`src/inc/rsfs_pkg.sv`:
```
// constants and types shared by the reset sequencer and flash security block
`default_nettype none

package rsfs_pkg;

   // staged release timing, in system clock cycles
   localparam int unsigned STAGE_CYCLES = 32;
   localparam int unsigned POR_STRETCH_CYCLES_DEFAULT = 2097152;
   localparam int CNT_W = 22;

   // reset sequencer states, gray coded along the power-on release path through the stretch state
   typedef enum logic [2:0] {
      RSFS_ST_HOLD    = 3'h0,
      RSFS_ST_STRETCH = 3'h1,
      RSFS_ST_SIMCLK  = 3'h3,
      RSFS_ST_PERIPH  = 3'h2,
      RSFS_ST_CORE    = 3'h6,
      RSFS_ST_RUN     = 3'h7
   } rsfs_state_t;

   // stop and wait disable field encodings in the system control register
   localparam int CTRL_MODE_W = 2;
   localparam logic [1:0] CTRL_ENABLED = 2'h0;
   localparam logic [1:0] CTRL_DIS_TEMP = 2'h1;
   localparam logic [1:0] CTRL_DIS_PERM = 2'h2;

   // security byte layout
   localparam int SEC_BYTE_W = 8;
   localparam int SEC_FIELD_LSB = 0;
   localparam int SEC_FIELD_W = 2;
   localparam logic [1:0] SEC_UNSECURED_CODE = 2'h2;
   localparam int KEY_FIELD_LSB = 6;
   localparam int KEY_FIELD_W = 2;
   localparam logic [1:0] KEY_ENABLE_CODE = 2'h2;

   // jtag flash divider layout
   localparam int JDIV_W = 7;
   localparam int JDIV_PRESCALE_BIT = 6;
   localparam int DIV_RATIO_W = 6;

endpackage : rsfs_pkg

`default_nettype wire

```
`src/core/rsfs_async_sync.sv`:
```
// reset synchroniser: asserts asynchronously, releases on the second clock edge
`default_nettype none

module rsfs_async_sync (
   // clock
   input wire logic clock_i,
   // asynchronous active low reset pin
   input wire logic async_rst_n_i,
   // synchronised active high reset
   output logic sync_rst_o
);

   typedef struct packed {
      logic meta;
      logic sync;
   } rsfs_sync_t;

   rsfs_sync_t sync_reg;
   rsfs_sync_t sync_next;

   always_comb begin
      sync_next.meta = 1'b0;
      sync_next.sync = sync_reg.meta;
   end

   always_ff @(posedge clock_i or negedge async_rst_n_i) begin
      if (!async_rst_n_i) begin
         sync_reg <= '{meta: 1'b1, sync: 1'b1};
      end else begin
         sync_reg <= sync_next;
      end
   end

   assign sync_rst_o = sync_reg.sync;
endmodule // rsfs_async_sync

`default_nettype wire

```
`src/core/rsfs_top.sv`:
```
// reset sequencer with stop/wait disable, flash security and lockout recovery
`default_nettype none

// Overview of operation
// - four reset sources, two async two sync
// - power-on reset stretched two to the twenty-first cycles by default
// - then 32 cycles starting system clocking
// - then 32 cycles releasing peripherals, security applied
// - then 32 cycles core init, then run
// - pin synchronisers assert asynchronously, staged outputs change on clock edge
// - software may disable stop and wait
// - permanent disable cleared by next reset
// - stop never shuts the pll itself
// - secured part loses debug emulation and memory reads
// - security decided by two persistent bytes
// - boot selects unsecured or secure mode
// - jtag tap always active at boot
// - security bytes drive memory read disable
// - recovery mass erase clears security
// - recovery loads seven bit divider first
// - jtag divider overrides flash clock divider
// - erase starts in run test idle
// - backdoor unlock only with key enable
module rsfs_top
#(
   parameter int unsigned POR_STRETCH_CYCLES = rsfs_pkg::POR_STRETCH_CYCLES_DEFAULT
) (
   // clock and reset
   input wire logic clock_i,
   input wire logic reset_i,
   // reset sources
   input wire logic ext_reset_n_i,
   input wire logic por_n_i,
   input wire logic watchdog_reset_i,
   // system control register write
   input wire logic ctrl_write_i,
   input wire logic ctrl_sw_reset_i,
   input wire logic [rsfs_pkg::CTRL_MODE_W-1:0] ctrl_stop_mode_i,
   input wire logic [rsfs_pkg::CTRL_MODE_W-1:0] ctrl_wait_mode_i,
   // flash security bytes and backdoor
   input wire logic [rsfs_pkg::SEC_BYTE_W-1:0] security_byte0_i,
   input wire logic [rsfs_pkg::SEC_BYTE_W-1:0] security_byte1_i,
   input wire logic backdoor_unlock_i,
   // jtag lockout recovery
   input wire logic lockout_ir_sel_i,
   input wire logic jtag_dr_update_i,
   input wire logic [rsfs_pkg::JDIV_W-1:0] jtag_flash_divider_i,
   input wire logic tap_run_idle_i,
   input wire logic tap_reset_i,
   input wire logic flash_erase_done_i,
   // staged reset outputs
   output logic sys_clock_en_o,
   output logic periph_reset_o,
   output logic core_reset_o,
   output logic core_run_o,
   // sleep instruction control
   output logic stop_disable_o,
   output logic wait_disable_o,
   // security outputs
   output logic secure_mode_o,
   output logic debug_port_enable_o,
   output logic mem_read_disable_o,
   output logic tap_enable_o,
   output logic backdoor_key_enable_o,
   // flash divider override and erase
   output logic mass_erase_req_o,
   output logic divider_override_o,
   output logic prescale_by_eight_o,
   output logic [rsfs_pkg::DIV_RATIO_W-1:0] div_ratio_o,
   output logic recovery_done_o
);
   import rsfs_pkg::*;

   localparam logic [CNT_W-1:0] STAGE_LAST = CNT_W'(STAGE_CYCLES - 1);
   localparam logic [CNT_W-1:0] STRETCH_LAST = CNT_W'(POR_STRETCH_CYCLES - 1);

   typedef struct packed {
      rsfs_state_t state;
      logic [CNT_W-1:0] cnt;
      logic por_seen;
      logic [CTRL_MODE_W-1:0] stop_mode;
      logic [CTRL_MODE_W-1:0] wait_mode;
      logic secure;
      logic debug_en;
      logic key_en;
      logic [JDIV_W-1:0] jtag_div;
      logic div_loaded;
      logic erasing;
      logic rec_done;
      logic sys_clk_en;
      logic periph_rst;
      logic core_rst;
      logic core_run;
      logic stop_dis;
      logic wait_dis;
   } rsfs_regs_t;

   localparam rsfs_regs_t REGS_RESET = '{
      state: RSFS_ST_HOLD,
      cnt: '0,
      por_seen: 1'b1,
      stop_mode: CTRL_ENABLED,
      wait_mode: CTRL_ENABLED,
      secure: 1'b1,
      debug_en: 1'b0,
      key_en: 1'b0,
      jtag_div: '0,
      div_loaded: 1'b0,
      erasing: 1'b0,
      rec_done: 1'b0,
      sys_clk_en: 1'b0,
      periph_rst: 1'b1,
      core_rst: 1'b1,
      core_run: 1'b0,
      stop_dis: 1'b0,
      wait_dis: 1'b0
   };

   rsfs_regs_t regs_reg;
   rsfs_regs_t regs_next;

   logic por_sync;
   logic ext_sync;
   logic sw_reset;
   logic src_any;

   // async pins pass a two flop synchroniser before any logic
   rsfs_async_sync u_por_sync (
      .clock_i(clock_i),
      .async_rst_n_i(por_n_i),
      .sync_rst_o(por_sync)
   );

   rsfs_async_sync u_ext_sync (
      .clock_i(clock_i),
      .async_rst_n_i(ext_reset_n_i),
      .sync_rst_o(ext_sync)
   );

   assign sw_reset = ctrl_write_i & ctrl_sw_reset_i;
   assign src_any = por_sync | ext_sync | watchdog_reset_i | sw_reset;

   always_comb begin
      regs_next = regs_reg;
      case (regs_reg.state)
         RSFS_ST_HOLD: begin
            regs_next.cnt = '0;
            if (regs_reg.por_seen) begin
               regs_next.state = RSFS_ST_STRETCH;
            end else begin
               regs_next.state = RSFS_ST_SIMCLK;
            end
         end
         RSFS_ST_STRETCH: begin
            if (regs_reg.cnt == STRETCH_LAST) begin
               regs_next.state = RSFS_ST_SIMCLK;
               regs_next.cnt = '0;
               regs_next.por_seen = 1'b0;
            end else begin
               regs_next.cnt = regs_reg.cnt + 1'b1;
            end
         end
         RSFS_ST_SIMCLK: begin
            if (regs_reg.cnt == STAGE_LAST) begin
               regs_next.state = RSFS_ST_PERIPH;
               regs_next.cnt = '0;
               // security decided from the bytes while the core is held
               regs_next.secure = security_byte0_i[SEC_FIELD_LSB +: SEC_FIELD_W]
                  != SEC_UNSECURED_CODE;
               regs_next.key_en = security_byte1_i[KEY_FIELD_LSB +: KEY_FIELD_W]
                  == KEY_ENABLE_CODE;
            end else begin
               regs_next.cnt = regs_reg.cnt + 1'b1;
            end
         end
         RSFS_ST_PERIPH: begin
            if (regs_reg.cnt == STAGE_LAST) begin
               regs_next.state = RSFS_ST_CORE;
               regs_next.cnt = '0;
            end else begin
               regs_next.cnt = regs_reg.cnt + 1'b1;
            end
         end
         RSFS_ST_CORE: begin
            if (regs_reg.cnt == STAGE_LAST) begin
               regs_next.state = RSFS_ST_RUN;
               regs_next.cnt = '0;
            end else begin
               regs_next.cnt = regs_reg.cnt + 1'b1;
            end
         end
         RSFS_ST_RUN: begin
            regs_next.cnt = '0;
         end
         default: begin
            regs_next.state = RSFS_ST_HOLD;
            regs_next.cnt = '0;
         end
      endcase
      if (por_sync) begin
         regs_next.por_seen = 1'b1;
      end

      // stop/wait disable; the pll is never touched here
      if (ctrl_write_i) begin
         if (regs_reg.stop_mode != CTRL_DIS_PERM) begin
            regs_next.stop_mode = ctrl_stop_mode_i;
         end
         if (regs_reg.wait_mode != CTRL_DIS_PERM) begin
            regs_next.wait_mode = ctrl_wait_mode_i;
         end
      end

      // backdoor key unlock, honoured only with key enable set
      if (backdoor_unlock_i && regs_reg.key_en) begin
         regs_next.secure = 1'b0;
      end

      // lockout recovery
      if (jtag_dr_update_i && lockout_ir_sel_i && !regs_reg.erasing) begin
         regs_next.jtag_div = jtag_flash_divider_i;
         regs_next.div_loaded = 1'b1;
      end
      if (regs_reg.erasing) begin
         if (flash_erase_done_i) begin
            regs_next.erasing = 1'b0;
            regs_next.rec_done = 1'b1;
            regs_next.secure = 1'b0;
         end else if (!tap_run_idle_i || !lockout_ir_sel_i) begin
            regs_next.erasing = 1'b0;
         end
      end else if (regs_reg.div_loaded && lockout_ir_sel_i && tap_run_idle_i
                   && !regs_reg.rec_done) begin
         regs_next.erasing = 1'b1;
      end
      if (tap_reset_i) begin
         regs_next.div_loaded = 1'b0;
         regs_next.erasing = 1'b0;
         regs_next.rec_done = 1'b0;
      end

      // any active source holds the first stage and clears sleep disables
      if (src_any) begin
         regs_next.state = RSFS_ST_HOLD;
         regs_next.cnt = '0;
         regs_next.stop_mode = CTRL_ENABLED;
         regs_next.wait_mode = CTRL_ENABLED;
      end

      // registered outputs follow the next state
      regs_next.sys_clk_en = !(regs_next.state inside {RSFS_ST_HOLD, RSFS_ST_STRETCH});
      regs_next.periph_rst = !(regs_next.state inside
         {RSFS_ST_PERIPH, RSFS_ST_CORE, RSFS_ST_RUN});
      regs_next.core_rst = !(regs_next.state inside {RSFS_ST_CORE, RSFS_ST_RUN});
      regs_next.core_run = regs_next.state == RSFS_ST_RUN;
      regs_next.stop_dis = regs_next.stop_mode != CTRL_ENABLED;
      regs_next.wait_dis = regs_next.wait_mode != CTRL_ENABLED;
      regs_next.debug_en = !regs_next.secure;
   end

   always_ff @(posedge clock_i) begin
      if (reset_i) begin
         regs_reg <= REGS_RESET;
      end else begin
         regs_reg <= regs_next;
      end
   end

   assign sys_clock_en_o = regs_reg.sys_clk_en;
   assign periph_reset_o = regs_reg.periph_rst;
   assign core_reset_o = regs_reg.core_rst;
   assign core_run_o = regs_reg.core_run;
   assign stop_disable_o = regs_reg.stop_dis;
   assign wait_disable_o = regs_reg.wait_dis;
   assign secure_mode_o = regs_reg.secure;
   assign debug_port_enable_o = regs_reg.debug_en;
   assign mem_read_disable_o = regs_reg.secure;
   assign tap_enable_o = 1'b1;
   assign backdoor_key_enable_o = regs_reg.key_en;
   assign mass_erase_req_o = regs_reg.erasing;
   assign divider_override_o = regs_reg.erasing;
   assign prescale_by_eight_o = regs_reg.jtag_div[JDIV_PRESCALE_BIT];
   assign div_ratio_o = regs_reg.jtag_div[DIV_RATIO_W-1:0];
   assign recovery_done_o = regs_reg.rec_done;
endmodule // rsfs_top

`default_nettype wire

```
`config.mk`:
```
export PLATFORM = sky130hd
export DESIGN_NAME = rsfs_top
export DESIGN_NICKNAME = d
export VERILOG_FILES = /design/src/inc/rsfs_pkg.sv /design/src/core/rsfs_async_sync.sv /design/src/core/rsfs_top.sv
export SDC_FILE = /design/constraint.sdc
export NUM_CORES = 1
export LEC_CHECK = 0
export ABC_AREA = 1
export BUFFER_PORTS_ARGS = -buffer_cell sky130_fd_sc_hd__buf_4
export CORE_UTILIZATION = 35
export DETAILED_ROUTE_END_ITERATION = 8
export GPL_TIMING_DRIVEN = 0
export PLACE_DENSITY = 0.53
export SYNTH_ARGS = -nofsm -noshare
export SYNTH_HDL_FRONTEND = slang
export SYNTH_HIERARCHICAL = 1
export SYNTH_SLANG_ARGS = --single-unit
```
`constraint.sdc`:
```
create_clock -name clock_i -period 2.1 [get_ports clock_i]
set_clock_uncertainty 0.1 [all_clocks]
set_input_delay 0.105 -clock clock_i [delete_from_list [all_inputs] [get_ports clock_i]]
set_output_delay 0.105 -clock clock_i [all_outputs]
set_load 0.01 [all_outputs]
```
==> summary.md, run 1 <==
| Metric | Value |
|---|---|
| Max reg flops | 31 |
| Crit end category | flop |
| Antenna Cells | 0 |
| Post-CTS Setup Repair Bufs | 0 |
| Layout cells sized above 1 | ~27% |
| Post-Layout Cell Count | a little under 500 |
| DIE HEIGHT | between 80 and 90 um |
| Row count | 30 |
| # setup viols final | 0 |
| Clock Sinks | between 50 and 60 |
| CP Max Fanout | 10 |
| Min cycle time layout | a little under 2 ns |
| Tot GR Track Use | around 14% |
| GRT busiest layer | met2 |
| Inserted Clock Buffers | 5 |
| Drt wl/cell | 10.2 um |
| Ports | slightly above 60 |
| Hold Path Class | input pin to flop |
| Post-Place Cells | approximately 470 |
| Final worst path period share | between 90% and 100% |
| Worst Hold Slack | ~0.025 ns |
| Met2 Use GR | approximately 23% |
| Worst flop-to-flop path startpoint | regs_reg[24] |
| Unrepaired setup endpoints after global routing | false |
| Max VDD drop | 0.000276 V |
| Clk buf depth | 2 |
| DP Wirelength | between 3000 and 4000 um |
| Startpoint Class | flop |
| IO buf count | between 40 and 50 |
| Met1 Track Usage GR | roughly 19% |
| TritonRoute pass-1 iters | 4 |
| HP Start | flash_erase_done_i |
| F_max | approximately 520 MHz |
| Post-layout util | a little under half |
| Register area share after synthesis | between 40% and 50% |
| Total core area | 6910 um^2 |
| Crit. Startpoint | regs_reg[24] |
| Via count | 2101 |
| Number of global-route vias before repair | slightly below 2k |
| Finished Cell Area | around 3300 um^2 |
| Crit path required time | 2.20 ns |
| Synth-to-Final Area Change | 27.7% |
| Worst-Skew Late Latency | approximately 0.31 ns |
| Synthesized area | ~2600 um^2 |
| RePlAce Congestion | a little over 0.8 |
| Final Max Slew Viols | 0 |
| CTS root buf | clkbuf_8 |
| Worst setup path category | flop to flop |
| Post-Route WL | 4980 um |
| Number of remaining DRC errors | 0 |
| Clock transition at the registers of the reported paths | roughly 0.10 ns |
| Register bit total from synthesis | 53 |
| Cell Area, Placed | slightly above 3000 um^2 |
| Max Cap Viol | 0 |
| DIE AREA | roughly 7600 um^2 |
| Power Density | between 500 and 600 nW/um^2 |
| Initial Utilization | approximately 37% |
| Leak | about 1.4 nW |
| Final Hold Fails | 0 |
| H-tree lvl count | 2 |
| Rel. slew slack | between 60% and 70% |
| Worst-margin pin slew | roughly 0.52 ns |
| Post-DRT Antenna Nets | 0 |
| TNS Setup | 0 ns |
| Vias per cell | roughly 4.3 |
| Crit path DAT | 2.04 ns |
| Largest net degree at the start of global routing | 20 |
| TritonCTS clock tree | built |
| Met3 GRT Util | 3.13% |
| Initial antenna violation count | 0 |
| Die X | 87.4 um |
| Final #Nets | 431 |
| Mean Syn Cell Area | just under 8 um^2 |
| First-pass GRT wire length | between 8000 and 9000 um |
| Status | complete, no violations |
| Synth warn | 6 |
| GRT overflow | 0 |
| Syn Nets | 364 |
| Post-Syn Instances | between 300 and 400 |
| DR iter-0 viols | 48 |
| Synth unique cells | 33 |
-- Yosys cell counts, drive strengths merged --
cell type  count  share of area, %
a21oi          8               1.6
a31o           1              0.34
and3b          1              0.34
buf           12               3.8
conb           3              0.44
dfstp          4               4.1
dfxtp         49                38
ha             1              0.49
inv           33               4.9
nand2         60                10
nand3         17               3.3
nand3b         3               1.4
nand4         12               3.2
nor2          86                18
nor3           3              0.78
nor3b          1              0.29
o21ai         13               2.5
or2            1              0.25
xnor2          6               2.1
xor2           9               3.1
-- through the flow --
step,setup slack (ns),power [mW]
after floorplan,0.335,1.10
after global placement,0.124,1.17
after detailed placement,0.130,1.17
after CTS,0.100,1.81
after global routing,0.00427,1.87
final,0.160,1.79
-- power breakdown --
| group | total (mW) | internal (mW) | switching (mW) |
|---|---|---|---|
| logic | 0.134 | 0.0824 | 0.0520 |
| registers | 1.03 | 1.02 | 0.00665 |
| clock network | 0.621 | 0.250 | 0.371 |
-- cell usage in the layout, fill, tap and decap left out, drive strengths merged --
cell type    count
nand3b           3
dlygate4sd3     14
nor2            86
nor3b            1
clkinv           1
o21ai           13
xnor2            6
dfstp            4
a21oi            8
or2              1
and3b            1
a31o             1
nand3           17
dfxtp           49
conb             3
clkbuf           5
inv             35
nand2           60
nand4           12
ha               1
nor3             3
xor2             9
buf             58
-- routing by layer --
layer | up-vias | share of wire (%) | wire length (um)
met5 | - | 0 | 0
met4 | 0 | 0.88 | 44
met2 | 41 | 47 | 2330
met3 | 4 | 3.5 | 176
li1 | 1140 | - | -
met1 | 916 | 49 | 2430
-- repair_timing --
action / 4_1_cts / 5_1_grt
endpoints found under the setup margin: 0 / 10
gates resized for setup: 0 / 1
endpoints found under the hold margin: 17 / 0
hold buffers: 14 / 0
-- worst max-delay path, stage by stage (launching register included) --
cell,delay (ns)
dfxtp_1,0.41
ha_1,0.23
nand2_1,0.12
nor2_4,0.15
nand2_4,0.09
nor2_8,0.13
nand3b_4,0.10
nor2_4,0.10
nand2_4,0.08
nand2_8,0.10
buf_12,0.18
nor2_4,0.03
-- cell type report --
cell class              instances  area, um^2
well taps                      96         120
multi-input cells             225        1250
repair buffers                 60         485
clock inverters                 3        28.8
inverters                      33         124
fillers                       730        3640
flip-flops and latches         53        1090
clock buffers                   5        68.8
plain buffers                  12        97.6
-- worst paths after layout --
path,end,slack [ns],cells past startpoint
min in group asynchronous,u_ext_sync/sync_rst_o,0.15,2
min,recovery_done_o,0.02,5
max in group asynchronous,u_por_sync/sync_next[0],1.73,2
max,regs_reg[28],0.16,11
max reg2reg,regs_reg[28],0.16,11
min reg2reg,u_por_sync/sync_rst_o,0.26,0
-- cell families (layout without fill, tap and decap cells) --
| logic type | count (synthesis) | after routing | share of synthesized area, % |
|---|---|---|---|
| simple gates | 184 | 184 | 38.3 |
| flops | 53 | 53 | 42.5 |
| xor+xnor | 15 | 15 | 5.14 |
| other cells | 3 | 3 | 0.441 |
| buf+inv | 45 | 113 | 8.67 |
| compound gates | 22 | 22 | 4.46 |
| fa+ha+maj | 1 | 1 | 0.490 |
Power figures use the tool's default switching activity.
==> run 2: changes to the inputs <==
Settings changed: PLACE_DENSITY 0.53 to unset.
==> summary.md, run 2 (synthesized netlist as in run 1, its figures left out) <==
| Metric | Value |
|---|---|
| Largest net degree at the start of global routing | 19 |
| Reg2Reg Setup Slack | approximately 0.17 ns |
| DIE HEIGHT | roughly 90 um |
| Synth-to-Final Area Change | 28.7% |
| Final Hold Fails | 0 |
| Max Cap Viol | 0 |
| Crit end category | flop |
| TritonRoute pass-1 iters | 6 |
| F_max | around 520 MHz |
| RePlAce Congestion | ~0.85 |
| Crit path DAT | slightly above 2 ns |
| Number of global-route vias before repair | approximately 2.1k |
| Status | complete, no violations |
| Row count | 30 |
| Finished Cell Area | roughly 3300 um^2 |
| Initial antenna violation count | 0 |
| Die X | between 80 and 90 um |
| # setup viols final | 0 |
| Reg-to-reg endpoint | regs_reg[28] |
| Hold Path Class | input pin to flop |
| CP Max Fanout | 10 |
| H-tree lvl count | 2 |
| Clock transition at the registers of the reported paths | roughly 0.10 ns |
| Startpoint Class | flop |
| Worst Hold Path EP | recovery_done_o |
| Final #Nets | 432 |
| Crit path required time | 2.20 ns |
| DR iter-0 viols | 57 |
| Antenna Cells | 0 |
| Worst Reg-to-Reg Cells | 9 |
| TritonCTS clock tree | built |
| Cell depth of the worst hold path | 5 |
| Worst setup path category | flop to flop |
| Post-Route WL | 5040 um |
| Vias per cell | 4.41 |
| HP Start | flash_erase_done_i |
| Via count | roughly 2.2k |
| Clock Sinks | 53 |
| Worst-Skew Late Latency | around 0.31 ns |
| Ports | 61 |
| Min cycle time layout | about 1.9 ns |
| Max reg flops | 31 |
| Inserted Clock Buffers | 5 |
| Initial Utilization | 37.0% |
| Cell Area, Placed | about 3000 um^2 |
| Tot GR Track Use | ~14% |
| Crit-path slowest cell | dfxtp_2 |
| First-pass GRT wire length | a little under 9000 um |
| TNS Setup | 0 ns |
| Post-CTS Setup Repair Bufs | 0 |
| DIE AREA | 7640 um^2 |
| Leak | around 1.4 nW |
| Max VDD drop | a little over 0.0003 V |
| Commonest non-fill, non-tap cell in the layout | nor2_1 |
| Post-DRT Antenna Nets | 0 |
| Total core area | 6910 um^2 |
| DP Wirelength | between 3000 and 4000 um |
| Worst flop-to-flop path startpoint | regs_reg[24] |
| Drt wl/cell | roughly 10 um |
| CTS root buf | clkbuf_8 |
| Commonest cells after routing, fill and taps aside | 65 x nor2_1, 55 x buf_4, 54 x nand2_1 |
| IO buf count | 46 |
| Layout cells sized above 1 | approximately 27% |
| Slowest stage delay, CP | 0.38 ns |
| Unrepaired setup endpoints after global routing | false |
| Final worst path period share | between 90% and 100% |
| Crit. Startpoint | regs_reg[24] |
| Number of remaining DRC errors | 0 |
| Power Density | approximately 580 nW/um^2 |
| GRT overflow | 0 |
| Final Max Slew Viols | 0 |
| Worst-path cell chain | ha_1, nand3_1, nor2_2, nand3_1, nor2_2, nor2_4, nand2_8, buf_12, nor2_4 |
| Clk buf depth | 2 |
## run 2: cell count changes in the layout (fill, tap and decap cells not counted)
cell	delta
bufinv_16	+1
clkinv_4	-1
dfxtp_1	-1
dfxtp_2	+1
dlygate4sd3_1	+1
inv_6	+1
inv_8	-1
nor2_2	+1
nor2_4	-1
## run 2: critical path: cells and delay by family, from the launching register on
kind	cells	cell delay (ns)
flip-flops	1	0.38
AND/OR/NAND/NOR	7	0.96
adder cells (fa/ha/maj)	1	0.21
buffers and inverters	1	0.18
## run 2: per-layer routing
metal | wire length (um) | share of wire, % | up-vias | GRT usage [%]
met5 | 0 | 0 | - | 0
li1 | - | - | 1138 | -
met1 | 2410 | 48 | 960 | 17.9
met4 | 73 | 1.4 | 0 | 4.77
met2 | 2350 | 47 | 45 | 24.6
met3 | 202 | 4.0 | 8 | 3.13
## run 2: through the flow
step	power (mW)	hold slack (ns)	instances	util, %	worst slack [ns]
after floorplan	1.10	-0.143	323	-	0.335
after global placement	1.17	-0.0515	465	43.7	0.136
after detailed placement	1.17	-0.0498	465	43.7	0.103
after CTS	1.92	0.00803	488	47.6	0.0814
after global routing	1.96	0.0751	488	47.6	0.0663
final	1.90	0.0239	488	47.6	0.166
## run 2: worst max-delay path by stage
stage                              end  slack, ns  cells after the start
after detailed placement  regs_reg[28]       0.10                      9
final                     regs_reg[28]       0.17                      9
after CTS                 regs_reg[28]       0.08                      9
after global placement    regs_reg[28]       0.14                      9
after global routing      regs_reg[27]       0.07                     11
after floorplan           regs_reg[33]       0.33                     11
## run 2: area by class of cell
cell class / instances / area (um^2)
clock buffers: 5 / 68.8
flip-flops and latches: 53 / 1090
multi-input cells: 225 / 1250
plain buffers: 12 / 97.6
clock inverters: 3 / 47.5
inverters: 33 / 124
well taps: 96 / 120
repair buffers: 61 / 495
fillers: 712 / 3620
## run 2: repair_timing
item / in CTS / in global routing
gates resized for setup: 0 / 1
endpoints found under the setup margin: 0 / 1
hold endpoints to repair: 17 / 0
hold buffers: 15 / 0
## run 2: where the power goes
part           internal, mW  leakage [nW]  switching (mW)
Combinational        0.0837         0.943          0.0535
Clock                 0.364        0.0591           0.363
Sequential             1.02         0.439         0.00688
Total                  1.47          1.44           0.423
==> run 3: changes to the inputs <==
Settings changed: SYNTH_HIERARCHICAL 1 to unset.
==> summary.md, run 3 <==
| Metric | Value |
|---|---|
| Unrepaired setup endpoints after global routing | false |
| Final worst path period share | between 90% and 100% |
| Register area share after synthesis | a little over two fifths |
| Slowest stage delay, CP | approximately 0.38 ns |
| Via count | between 2k and 2.5k |
| Initial Utilization | between 30% and 40% |
| Total core area | approximately 7000 um^2 |
| Synthesized area | around 2500 um^2 |
| Post-CTS Setup Repair Bufs | 0 |
| CP Max Fanout | 10 |
| DIE AREA | about 7600 um^2 |
| Drt wl/cell | 10.4 um |
| Number of global-route vias before repair | ~2.0k |
| Max reg flops | 31 |
| F_max | approximately 520 MHz |
| Largest net degree at the start of global routing | 17 |
| Synth unique cells | 32 |
| Post-Syn Instances | about 330 |
| Crit-path slowest cell | dfxtp_2 |
| Worst Reg-to-Reg Cells | 9 |
| Commonest non-fill, non-tap cell in the layout | nor2_1 |
| Worst setup path category | flop to flop |
| Most frequent cell after synthesis | nor2_1 |
| Worst-path cell chain | ha_1, nand3_1, nor2_2, nand3_1, nor2_2, nor2_2, nand2_4, buf_12, nor2_4 |
| Clk buf depth | 2 |
| Most common library cells after synthesis | 69 x nor2_1, 57 x nand2_1, 49 x dfxtp_1 |
| Dominant cells by area after synthesis | dfxtp_1 39%, nor2_1 10%, nand2_1 8.5% |
| Vias per cell | around 4.4 |
| Worst-Skew Late Latency | approximately 0.31 ns |
| GRT overflow | 0 |
| Tot GR Track Use | between 10% and 20% |
| Post-Route WL | 5130 um |
| Status | complete, no violations |
| Die X | around 87 um |
| Mean Syn Cell Area | between 7 and 8 um^2 |
| Max VDD drop | between 0.0002 and 0.0003 V |
| Antenna Cells | 0 |
| Final Hold Fails | 0 |
| # setup viols final | 0 |
| Initial antenna violation count | 0 |
| Leak | ~1.4 nW |
| Post-layout util | 47.0% |
| HP Start | flash_erase_done_i |
| Hold Path Class | input pin to flop |
| TritonRoute pass-1 iters | 6 |
| Crit. Startpoint | regs_reg[24] |
| Final Max Slew Viols | 0 |
| First-pass GRT wire length | around 8500 um |
| Crit path required time | 2.20 ns |
| Clock transition at the registers of the reported paths | approximately 0.09 ns |
| Crit end category | flop |
| Startpoint Class | flop |
| Cell Area, Placed | between 2000 and 3000 um^2 |
| Cell depth of the worst hold path | 5 |
| RePlAce Congestion | 0.792 |
| Clock Sinks | 53 |
| Power Density | between 500 and 600 nW/um^2 |
| Synth-to-Final Area Change | 27.9% |
| Finished Cell Area | between 3000 and 4000 um^2 |
| IO buf count | 46 |
| Inserted Clock Buffers | 5 |
| TNS Setup | 0 ns |
| Min cycle time layout | 1.93 ns |
| Number of remaining DRC errors | 0 |
| Post-DRT Antenna Nets | 0 |
| Layout cells sized above 1 | roughly 25% |
| H-tree lvl count | 2 |
| Top cell type's share of synthesized area | 38.9% |
| Cell accounting for the most synthesized area | dfxtp_1 |
| Ports | 61 |
| DIE HEIGHT | just under 90 um |
| Commonest cells after routing, fill and taps aside | 67 x nor2_1, 57 x nand2_1, 55 x buf_4 |
| Post-synthesis async set-or-reset flop share | between 7 and 8% |
| Crit path DAT | 2.04 ns |
| Row count | 30 |
| DP Wirelength | between 3000 and 4000 um |
| Number of synthesized flops with an enable pin | 0 |
| Max Cap Viol | 0 |
| CTS root buf | clkbuf_8 |
| Most used cell, CP | nor2_2 |
| DR iter-0 viols | between 60 and 70 |
| Register bit total from synthesis | between 50 and 60 |
| Worst flop-to-flop path startpoint | regs_reg[24] |
| TritonCTS clock tree | built |
| Synth warn | 0 |
| Primary FF master, synth | dfxtp_1 |
| Final #Nets | ~440 |
| Worst Hold Slack | 0.0351 ns |
==> run 3: metal layers <==
layer,track usage (%),up-vias,routed length (um)
met4,5.00,0,69
met5,0,-,0
met2,22.5,42,2370
met1,18.8,971,2450
met3,4.74,6,241
li1,-,1144,-
==> run 3: timing repair <==
action | CTS | global route
endpoints found under the hold margin | 18 | 0
gates resized for setup | 0 | 3
hold buffers | 14 | 0
setup endpoints to repair | 0 | 11
==> run 3: cell type report <==
cell class,instances,area (um^2)
Tap cell,96,120
Sequential cell,53,1090
Buffer,12,96.3
Clock inverter,2,15.0
Fill cell,693,3640
Inverter,35,131
Multi-Input combinational cell,228,1220
Clock buffer,6,72.6
Timing Repair Buffer,60,485
==> run 3: power breakdown <==
part | leakage, nW | switching (mW) | internal (mW)
Clock | 0.0374 | 0.337 | 0.235
Combinational | 0.924 | 0.0515 | 0.0818
Sequential | 0.439 | 0.00707 | 1.02
Total | 1.40 | 0.395 | 1.34
==> run 3: worst paths after layout <==
| path | end | slack (ns) |
|---|---|---|
| min | recovery_done_o | 0.04 |
| max | regs_reg[35] | 0.17 |
| max in group asynchronous | u_por_sync.sync_rst_o | 1.70 |
| min in group asynchronous | u_ext_sync.sync_next[0] | 0.16 |
| max reg2reg | regs_reg[35] | 0.17 |
| min reg2reg | u_por_sync.sync_rst_o | 0.26 |
==> run 3: cells by family (layout without fill, tap and decap cells) <==
| group | count (synthesis) | after routing | synth area share (%) |
|---|---|---|---|
| adder cells (fa/ha/maj) | 1 | 1 | 0.496 |
| AND/OR/NAND/NOR | 185 | 185 | 37.1 |
| other | 2 | 3 | 0.298 |
| AO/OA/AOI/OAI | 26 | 26 | 5.51 |
| buffers and inverters | 47 | 115 | 9.03 |
| XOR/XNOR | 13 | 13 | 4.51 |
| flip-flops | 53 | 53 | 43.1 |
==> run 3: through the flow <==
| step | power, mW | worst slack [ns] | cells |
|---|---|---|---|
| 2_1_floorplan | 1.10 | 0.326 | 328 |
| 3_3_place_gp | 1.17 | 0.0198 | 470 |
| 3_5_place_dp | 1.17 | 0.0492 | 470 |
| 4_1_cts | 1.77 | 0.0244 | 492 |
| 5_1_grt | 1.82 | 0.0309 | 492 |
| 6_report | 1.74 | 0.168 | 492 |
==> run 3: worst max-delay path: cells and delay by family, from the launching register on <==
family                   cells  cell delay [ns]
AND/OR/NAND/NOR              7             0.96
flip-flops                   1             0.38
buffers and inverters        1             0.20
adder cells (fa/ha/maj)      1             0.18
